<file path="src/hdl/psc_pkg.sv">
// Constants, field layout and carrier type for the power-on strap config block.
// Assumes a single CPU-side clock and an Avalon-MM register bus.
//
// Notes on behaviour
// RL1: Strap field reset value equals pulled line level
// RL2: Board leaves zero-strap lines undriven during reset
// RL3: Register 18 bits; top two show chip-selects
// RL4: Bits without hardware still hold their values
// RL5: Bit 14 selects big-endian processor support
// RL6: Bit 13 enables per-byte processor parity checks
// RL7: Memory parity passes; return data gets parity
// RL8: Bits 11/10 fast ROM: 9 not 12
// RL9: Software keeps ROM speed while running from it
// RL10: Bits 9/8 read-only ROM width indicators
// RL11: Bits 7-6 choose reset vector region
// RL12: 00 ROM1, 01 ROM0, 10 SDRAM
// RL13: 11 SDRAM and processor held in reset
// RL14: Bit 5 retries every PCI configuration cycle
// RL15: Boot software clears hold-off within milliseconds
// RL16: Bit 4 makes device the bus arbiter
// RL17: Arbiter off swaps request0/grant0 pin directions
// RL18: Controller role: bit 3 drives PCI reset
// RL19: Controller role set by dedicated strap pin
// RL20: Bits 2-0 select processor kind
// RL21: Straps sampled while system reset asserted
// RL22: Undriven data lines sample as zero
// RL23: Fields writable after reset unless read-only
// RL24: Captures follow lines, frozen at reset release

package psc_pkg;

    localparam int unsigned CFG_W        = 18;
    localparam int unsigned IOD_W        = 16;
    localparam int unsigned PIN_W        = 19;

    // Register word index on the bus
    localparam logic [1:0]  REG_CFG      = 2'h0;

    // Field positions
    localparam int unsigned BIT_BIG_END  = 14;
    localparam int unsigned BIT_PARITY   = 13;
    localparam int unsigned BIT_FAST1    = 11;
    localparam int unsigned BIT_FAST0    = 10;
    localparam int unsigned BIT_WIDE1    = 9;
    localparam int unsigned BIT_WIDE0    = 8;
    localparam int unsigned BIT_BOOT_LO  = 6;
    localparam int unsigned BIT_RETRY    = 5;
    localparam int unsigned BIT_ARBITER  = 4;
    localparam int unsigned BIT_PCI_RST  = 3;
    localparam int unsigned BIT_KIND_LO  = 0;

    // Software-writable bits: all but the ROM width indicators
    localparam logic [17:0] CFG_WMASK    = 18'h3fcff;
    localparam logic [17:0] CFG_RST      = 18'h00000;

    // ROM access lengths in CPU clocks
    localparam logic [3:0]  ROM_SLOW_CYC = 4'hc;
    localparam logic [3:0]  ROM_FAST_CYC = 4'h9;

    // Boot region codes and one-hot targets
    localparam logic [1:0]  BOOT_ROM1    = 2'h0;
    localparam logic [1:0]  BOOT_ROM0    = 2'h1;
    localparam logic [1:0]  BOOT_SDRAM   = 2'h2;
    localparam logic [1:0]  BOOT_UPLOAD  = 2'h3;
    localparam logic [2:0]  TGT_ROM1     = 3'h1;
    localparam logic [2:0]  TGT_ROM0     = 3'h2;
    localparam logic [2:0]  TGT_SDRAM    = 3'h4;

    // Processor kind codes
    localparam logic [2:0]  KIND_MODEL_A = 3'h0;
    localparam logic [2:0]  KIND_MODEL_B = 3'h1;
    localparam logic [2:0]  KIND_SERIAL  = 3'h4;

    typedef struct packed {
        logic [1:0] rom_chip_selects;
        logic       spare15;
        logic       processor_big_endian;
        logic       processor_parity_check_en;
        logic       spare12;
        logic       rom_sel1_fast_timing;
        logic       rom_sel0_fast_timing;
        logic       rom_sel1_wide;
        logic       rom_sel0_wide;
        logic [1:0] boot_region_select;
        logic       config_hold_off;
        logic       bus_arbitration_owner;
        logic       pci_reset_release;
        logic [2:0] processor_kind_select;
    } psc_cfg_t;

    typedef enum logic [1:0] {
        ST_CAPTURE = 2'b01,
        ST_RUN     = 2'b10
    } psc_state_t;

endpackage

</file>
<file path="src/hdl/psc_top.sv">
// Power-on strap configuration register with Avalon-MM slave access.
// Assumes RST_I is the system reset and strap pins settle while it is held.

`timescale 1ns/1ps
`default_nettype none

module psc_top
    import psc_pkg::*;
(
    input  wire logic        CLK_I,
    input  wire logic        RST_I,
    input  wire logic [15:0] IO_DATA_LINES_I,
    input  wire logic [1:0]  ROM_CHIP_SELECTS_I,
    input  wire logic        HOST_ROLE_STRAP_N_I,
    input  wire logic [1:0]  AVS_ADDRESS_I,
    input  wire logic        AVS_READ_I,
    input  wire logic        AVS_WRITE_I,
    input  wire logic [31:0] AVS_WRITEDATA_I,
    input  wire logic [3:0]  AVS_BYTEENABLE_I,
    output logic [31:0]      AVS_READDATA_O,
    output logic             AVS_WAITREQUEST_O,
    input  wire logic [31:0] CPU_DATA_I,
    input  wire logic [3:0]  CPU_PARITY_I,
    input  wire logic        CPU_DATA_VALID_I,
    input  wire logic [31:0] RETURN_DATA_I,
    input  wire logic [3:0]  MEM_PARITY_I,
    output logic             PARITY_ERROR_O,
    output logic [3:0]       RETURN_PARITY_O,
    output logic [3:0]       MEM_PARITY_O,
    output logic             PROCESSOR_BIG_ENDIAN_O,
    output logic             PROCESSOR_PARITY_CHECK_EN_O,
    output logic [3:0]       ROM_SEL0_CYCLES_O,
    output logic [3:0]       ROM_SEL1_CYCLES_O,
    output logic             ROM_SEL0_WIDE_O,
    output logic             ROM_SEL1_WIDE_O,
    output logic [2:0]       BOOT_TARGET_O,
    output logic             PROCESSOR_HOLD_RESET_O,
    output logic             PCI_CONFIG_RETRY_O,
    output logic             BUS_ARBITRATION_OWNER_O,
    output logic             REQ0_OE_O,
    output logic             GNT0_OE_O,
    output logic             PCI_RESET_N_O,
    output logic             PCI_RESET_OE_O,
    output logic [2:0]       PROCESSOR_KIND_SELECT_O,
    output logic             SERIAL_MODE_BITS_O
);

    // ************************************************************
    // Helpers
    // ************************************************************
    function automatic logic [3:0] byte_parity(input logic [31:0] d);
        logic [3:0] p;
        p = 4'h0;
        for (int i = 0; i < 4; i++)
        begin
            p[i] = ^d[8*i +: 8];
        end
        return p;
    endfunction

    // ************************************************************
    // Reset synchroniser, defines the capture window
    // ************************************************************
    logic rsync1_ff;
    logic rsync2_ff;

    always_ff @(posedge CLK_I or posedge RST_I)
    begin
        if (RST_I)
        begin
            rsync1_ff <= 1'b1;
            rsync2_ff <= 1'b1;
        end
        else
        begin
            rsync1_ff <= 1'b0;
            rsync2_ff <= rsync1_ff;
        end
    end

    // ************************************************************
    // Strap pin sampling: three stages, accept when 2nd and 3rd agree
    // ************************************************************
    logic [PIN_W-1:0] pin_raw;
    logic [PIN_W-1:0] pin_s1_ff;
    logic [PIN_W-1:0] pin_s2_ff;
    logic [PIN_W-1:0] pin_s3_ff;
    logic [PIN_W-1:0] pin_filt_ff;
    logic [PIN_W-1:0] nxt_pin_filt;

    // Undriven lines arrive low through the pad pull-down
    assign pin_raw = {HOST_ROLE_STRAP_N_I, ROM_CHIP_SELECTS_I, IO_DATA_LINES_I}; // RL22

    always_comb
    begin
        for (int i = 0; i < PIN_W; i++)
        begin
            nxt_pin_filt[i] = (pin_s2_ff[i] == pin_s3_ff[i]) ? pin_s3_ff[i] : pin_filt_ff[i];
        end
    end

    // Free-running so straps are seen while reset is held
    always_ff @(posedge CLK_I)
    begin
        pin_s1_ff   <= pin_raw;
        pin_s2_ff   <= pin_s1_ff;
        pin_s3_ff   <= pin_s2_ff;
        pin_filt_ff <= nxt_pin_filt;
    end

    // ************************************************************
    // Capture / run sequencing and the configuration register
    // ************************************************************
    psc_state_t  state_ff;
    psc_state_t  nxt_state;
    psc_cfg_t    cfg_ff;
    psc_cfg_t    nxt_cfg;
    logic        role_n_ff;
    logic        nxt_role_n;
    logic        ack_ff;
    logic        nxt_ack;
    logic [31:0] rdata_ff;
    logic [31:0] nxt_rdata;
    logic        bus_req;
    logic        wr_ev;
    logic [17:0] be_mask;
    logic [17:0] wr_mask;

    assign bus_req = AVS_READ_I | AVS_WRITE_I;
    assign wr_ev   = AVS_WRITE_I & ack_ff & (AVS_ADDRESS_I == REG_CFG) & (state_ff == ST_RUN);
    assign be_mask = {{2{AVS_BYTEENABLE_I[2]}}, {8{AVS_BYTEENABLE_I[1]}},
                      {8{AVS_BYTEENABLE_I[0]}}};
    assign wr_mask = be_mask & CFG_WMASK; // RL10 RL23

    always_comb
    begin
        nxt_state  = state_ff;
        nxt_cfg    = cfg_ff;
        nxt_role_n = role_n_ff;
        unique case (state_ff)
            ST_CAPTURE:
            begin
                // Follow the lines until the reset window closes
                nxt_cfg    = psc_cfg_t'(pin_filt_ff[CFG_W-1:0]); // RL1 RL3 RL21 RL24
                nxt_role_n = pin_filt_ff[PIN_W-1]; // RL19
                if (!rsync2_ff)
                begin
                    nxt_state = ST_RUN; // RL24
                end
            end
            ST_RUN:
            begin
                if (wr_ev)
                begin
                    // Spare bits keep what is written
                    nxt_cfg = psc_cfg_t'((cfg_ff & ~wr_mask) |
                                         (AVS_WRITEDATA_I[CFG_W-1:0] & wr_mask)); // RL4 RL23
                end
            end
            default:
            begin
                nxt_state = ST_CAPTURE;
            end
        endcase
    end

    always_ff @(posedge CLK_I or posedge RST_I)
    begin
        if (RST_I)
        begin
            state_ff  <= ST_CAPTURE;
            cfg_ff    <= psc_cfg_t'(CFG_RST);
            role_n_ff <= 1'b1;
        end
        else
        begin
            state_ff  <= nxt_state;
            cfg_ff    <= nxt_cfg;
            role_n_ff <= nxt_role_n;
        end
    end

    // ************************************************************
    // Avalon-MM slave: one wait cycle, answer on the second edge
    // ************************************************************
    always_comb
    begin
        nxt_ack   = bus_req & ~ack_ff;
        nxt_rdata = rdata_ff;
        if (AVS_READ_I & ~ack_ff)
        begin
            nxt_rdata = (AVS_ADDRESS_I == REG_CFG) ? {14'h0000, cfg_ff} : 32'h00000000;
        end
    end

    always_ff @(posedge CLK_I or posedge RST_I)
    begin
        if (RST_I)
        begin
            ack_ff   <= 1'b0;
            rdata_ff <= 32'h00000000;
        end
        else
        begin
            ack_ff   <= nxt_ack;
            rdata_ff <= nxt_rdata;
        end
    end

    assign AVS_WAITREQUEST_O = bus_req & ~ack_ff;
    assign AVS_READDATA_O    = rdata_ff;

    // ************************************************************
    // Processor data parity
    // ************************************************************
    logic       perr_ff;
    logic       nxt_perr;
    logic [3:0] rpar_ff;
    logic [3:0] mpar_ff;

    always_comb
    begin
        nxt_perr = CPU_DATA_VALID_I & cfg_ff.processor_parity_check_en &
                   (byte_parity(CPU_DATA_I) != CPU_PARITY_I); // RL6
    end

    always_ff @(posedge CLK_I or posedge RST_I)
    begin
        if (RST_I)
        begin
            perr_ff <= 1'b0;
            rpar_ff <= 4'h0;
            mpar_ff <= 4'h0;
        end
        else
        begin
            perr_ff <= nxt_perr;
            rpar_ff <= byte_parity(RETURN_DATA_I); // RL7
            mpar_ff <= MEM_PARITY_I; // RL7
        end
    end

    assign PARITY_ERROR_O  = perr_ff;
    assign RETURN_PARITY_O = rpar_ff;
    assign MEM_PARITY_O    = mpar_ff;

    // ************************************************************
    // Field decode to the steered units
    // ************************************************************
    logic [2:0] boot_tgt;

    always_comb
    begin
        unique case (cfg_ff.boot_region_select)
            BOOT_ROM1:   boot_tgt = TGT_ROM1; // RL11 RL12
            BOOT_ROM0:   boot_tgt = TGT_ROM0; // RL12
            BOOT_SDRAM:  boot_tgt = TGT_SDRAM; // RL12
            BOOT_UPLOAD: boot_tgt = TGT_SDRAM; // RL13
        endcase
    end

    assign PROCESSOR_BIG_ENDIAN_O      = cfg_ff.processor_big_endian; // RL5
    assign PROCESSOR_PARITY_CHECK_EN_O = cfg_ff.processor_parity_check_en;
    assign ROM_SEL0_CYCLES_O = cfg_ff.rom_sel0_fast_timing ? ROM_FAST_CYC : ROM_SLOW_CYC; // RL8
    assign ROM_SEL1_CYCLES_O = cfg_ff.rom_sel1_fast_timing ? ROM_FAST_CYC : ROM_SLOW_CYC; // RL8
    assign ROM_SEL0_WIDE_O   = cfg_ff.rom_sel0_wide; // RL10
    assign ROM_SEL1_WIDE_O   = cfg_ff.rom_sel1_wide; // RL10
    assign BOOT_TARGET_O     = boot_tgt;
    // Processor also held during the capture window
    assign PROCESSOR_HOLD_RESET_O = (state_ff == ST_CAPTURE) |
                                    (cfg_ff.boot_region_select == BOOT_UPLOAD); // RL13
    assign PCI_CONFIG_RETRY_O      = cfg_ff.config_hold_off; // RL14
    assign BUS_ARBITRATION_OWNER_O = cfg_ff.bus_arbitration_owner; // RL16
    assign GNT0_OE_O = cfg_ff.bus_arbitration_owner; // RL16 RL17
    assign REQ0_OE_O = ~cfg_ff.bus_arbitration_owner; // RL17
    // Only a bus controller drives the PCI reset
    assign PCI_RESET_OE_O = ~role_n_ff; // RL18 RL19
    assign PCI_RESET_N_O  = cfg_ff.pci_reset_release; // RL18
    assign PROCESSOR_KIND_SELECT_O = cfg_ff.processor_kind_select; // RL20
    assign SERIAL_MODE_BITS_O = (cfg_ff.processor_kind_select == KIND_SERIAL); // RL20
endmodule

`default_nettype wire

</file>
<file path="config.mk">
export PLATFORM = sky130hd
export DESIGN_NAME = psc_top
export DESIGN_NICKNAME = d
export VERILOG_FILES = /design/src/hdl/psc_pkg.sv /design/src/hdl/psc_top.sv
export SDC_FILE = /design/constraint.sdc
export NUM_CORES = 1
export LEC_CHECK = 0
export BUFFER_PORTS_ARGS = -buffer_cell sky130_fd_sc_hd__buf_2
export CORE_MARGIN = 2
export CORE_UTILIZATION = 47
export DETAILED_ROUTE_END_ITERATION = 8
export GPL_TIMING_DRIVEN = 0
export PLACE_DENSITY_LB_ADDON = 0.2
export REMOVE_ABC_BUFFERS = 1
export SETUP_SLACK_MARGIN = 0.15
export SKIP_LAST_GASP = 1
export SYNTH_ARGS = -nofsm -noshare
export SYNTH_HDL_FRONTEND = slang
export SYNTH_SLANG_ARGS = --single-unit
</file>
<file path="constraint.sdc">
create_clock -name CLK_I -period 2 [get_ports CLK_I]
set_input_delay 0 -clock CLK_I [delete_from_list [all_inputs] [get_ports CLK_I]]
set_output_delay 0 -clock CLK_I [all_outputs]
set_load 0.02 [all_outputs]
</file>
==> results.json <==
{
  "outcome": "finished, violations left",
  "violations": "negative hold slack",
  "cpMaxStageDelayCell": "dlygate4sd3_1",
  "die_w_um": 103,
  "hold_class": "input pin to register",
  "clock_skew_ns": 0.00562,
  "maxCapViolations": 0,
  "initial_core_util": 0.489,
  "drv_slew": 0,
  "yosysWarnings": 0,
  "die_h_um": 103,
  "wl_per_cell_um": 14.4,
  "syn_area_per_cell_um2": 14.3,
  "drive_gt1_frac": 0.381,
  "crit_path_start_kind": "input pin",
  "clock_path_buffers": 2,
  "ys_seq_area_frac": 0.656,
  "crit_required_ns": 2.38,
  "grt_pass1_wl_um": 14900,
  "finalHoldWorstSlack_ns": -0.0106,
  "n_antenna_cell": 0,
  "fin_nets": 699,
  "drc": 0,
  "core_um2": 9330,
  "grt_usage": 0.192,
  "drtIter0Drc": 46,
  "synthTopCellsByArea": "dfrtp_1 (26%), dfxtp_1 (25%), edfxtp_1 (13%)",
  "top_layer": "met4",
  "gp_congestion": 0.685,
  "cts_buffers": 17,
  "fmax_mhz": 541,
  "synth_top_area_frac": 0.258,
  "min_period_over_period": 0.924,
  "syn_inst": 320,
  "r2r_cells": 5,
  "cpPeakStageDelay_ns": 0.59,
  "peakVddDrop_mv": 0.980,
  "drtPass1Iterations": 5,
  "yosysMostFrequentCell": "xnor2_1",
  "synth_enable_flop_cells": 19,
  "synth.distinct_cells": 32,
  "max_slew_margin": 0.604,
  "holdPathStages": 4,
  "crit_family": "buffers and inverters",
  "cts_tree": "yes",
  "die_area_um2": 10500,
  "first_global_vias": 3208,
  "grt_max_degree": 35,
  "period_needed_ns": 1.85,
  "wirelength_um": 10200,
  "vias": 3245,
  "path_cells": "dlygate4sd3_1 -> buf_2 -> xnor2_1 -> dlygate4sd3_1 -> xnor2_1 -> dlygate4sd3_1 -> xnor2_1",
  "clock_sinks": 127,
  "clkLatencyLatePin_ns": 0.50,
  "drt-met1-wl_um": 3980,
  "grt_antenna_before_repair": 0,
  "rsz0062_at_grt": "false",
  "clk_pin_slew_ns": 0.06,
  "fin_total_pwr_mw": 8.76,
  "finalHoldViolCount": 1,
  "regToRegSetupSlack_ns": 0.27,
  "tightest_slew_ns": 0.591,
  "antenna_left": 0,
  "powerDensity_nw_per_um2": 1290,
  "path_max_fanout": 1,
  "avgViaCountPerCell": 4.59,
  "overflow": 0,
  "hold_start": "RETURN_DATA_I[10]",
  "wl_met2_um": 5430,
  "worstHoldEndpoint": "RETURN_PARITY_O[1]",
  "critPathArrivalTime_ns": 2.22,
  "synth-seq-cells": 127,
  "r2r_start": "state_ff[0]",
  "routed-wl-met3_um": 707,
  "port_buffers": 166,
  "syn_area_um2": 4560,
  "root_buffer": "clkbuf_8",
  "crit_buf_inv": 4,
  "cts_max_level": 4,
  "async_flop_share": 0.402,
  "area_growth_pct": 48.5,
  "ios": 202,
  "synth_ff_type": "dfxtp_1",
  "synth_common_cells": "xnor2_1 (59), dfxtp_1 (57), dfrtp_1 (47)",
  "rows": 35,
  "critPathCaptureType": "register",
  "dp_hpwl_um": 6630,
  "crit_type": "input pin to register",
  "leakage_nw": 3.13,
  "synth_top_area_cell": "dfrtp_1",
  "setup_viol": 0
}
cells in the final DEF, fill, tap and decap left out, types with 3 or more instances in the layout:
cell           count
clkbuf_16         16
inv_1              5
conb_1            19
mux2_2             3
edfxtp_1          19
nand2_1            6
a2bb2oi_1         12
clkbuf_8           3
buf_4              3
nor2_1             3
o22ai_1           16
xor2_1            12
dfxtp_1           57
dfrtp_1           47
xnor3_1            4
buf_2            166
a22o_1            18
xnor2_1           59
dfstp_2            4
clkinv_4           4
dlygate4sd3_1     69
a21oi_1            4
bufinv_16          3
worst max path at each step:
stage,startpoint,endpoint,cells past startpoint,slack (ns)
floorplan,state_ff[0],register,4,0.007
global placement,state_ff[0],register,4,-0.66
detailed placement,ack_ff,AVS_READDATA_O[6],3,-0.10
CTS,state_ff[0],register,5,0.23
global route,RETURN_DATA_I[20],RETURN_PARITY_O[2],7,0.16
finish,RETURN_DATA_I[4],RETURN_PARITY_O[0],7,0.15
metal layers:
| layer | vias to the layer above | track usage |
|---|---|---|
| met5 | - | 0 |
| met4 | 0 | 0.0800 |
| met3 | 5 | 0.0495 |
| met2 | 136 | 0.353 |
| met1 | 1540 | 0.208 |
| li1 | 1564 | - |
cell type report:
type | instances | area, um2
multi-input cells | 173 | 1420
well taps | 129 | 161
clock buffers | 20 | 445
clock inverters | 12 | 160
fillers | 657 | 2550
repair buffers | 240 | 1580
inverters | 6 | 22.5
flip-flops and latches | 127 | 2990
worst min-delay path: stages:
cell	delay, ns
buf_2	0.09
xnor2_1	0.08
xnor2_1	0.21
xnor2_1	0.07
through the flow:
| step | cells | setup TNS, ns | setup WS (ns) | area, um2 | util |
|---|---|---|---|---|---|
| 2_1_floorplan | 305 | 0 | 0.00704 | 4400 | - |
| 3_3_place_gp | 600 | -10.71 | -0.657 | 5390 | 0.578 |
| 3_5_place_dp | 602 | -1.77 | -0.104 | 5440 | 0.583 |
| 4_1_cts | 708 | 0 | 0.233 | 6780 | 0.727 |
| 5_1_grt | 707 | 0 | 0.159 | 6780 | 0.726 |
| 6_report | 707 | 0 | 0.152 | 6780 | 0.726 |
logic make-up (layout without fill, tap and decap cells):
logic type,count (synthesis),after routing,synth area share
DFF,127,127,0.656
xor gates and xnor gates,75,75,0.156
AOI/OAI and AO/OA,57,57,0.0998
buffers and inverters,38,278,0.0543
and+or+nand+nor,18,19,0.0250
muxes,3,3,0.00740
other,2,19,0.00165
report_power, final:
group          switching, mW  internal, mW
registers              0.323          3.06
logic                   1.22          1.10
clock network           1.08          1.98
timing repair:
| item | 4_1_cts | 5_1_grt |
|---|---|---|
| hold endpoints to repair | 92 | 0 |
| gates cloned | 0 | 1 |
| setup buffers | 3 | 0 |
| gates resized for setup | 1 | 2 |
| endpoints found under the setup margin | 32 | 16 |
| pin swaps | 2 | 1 |
| hold buffers | 71 | 0 |
Power figures use the tool's default switching activity.
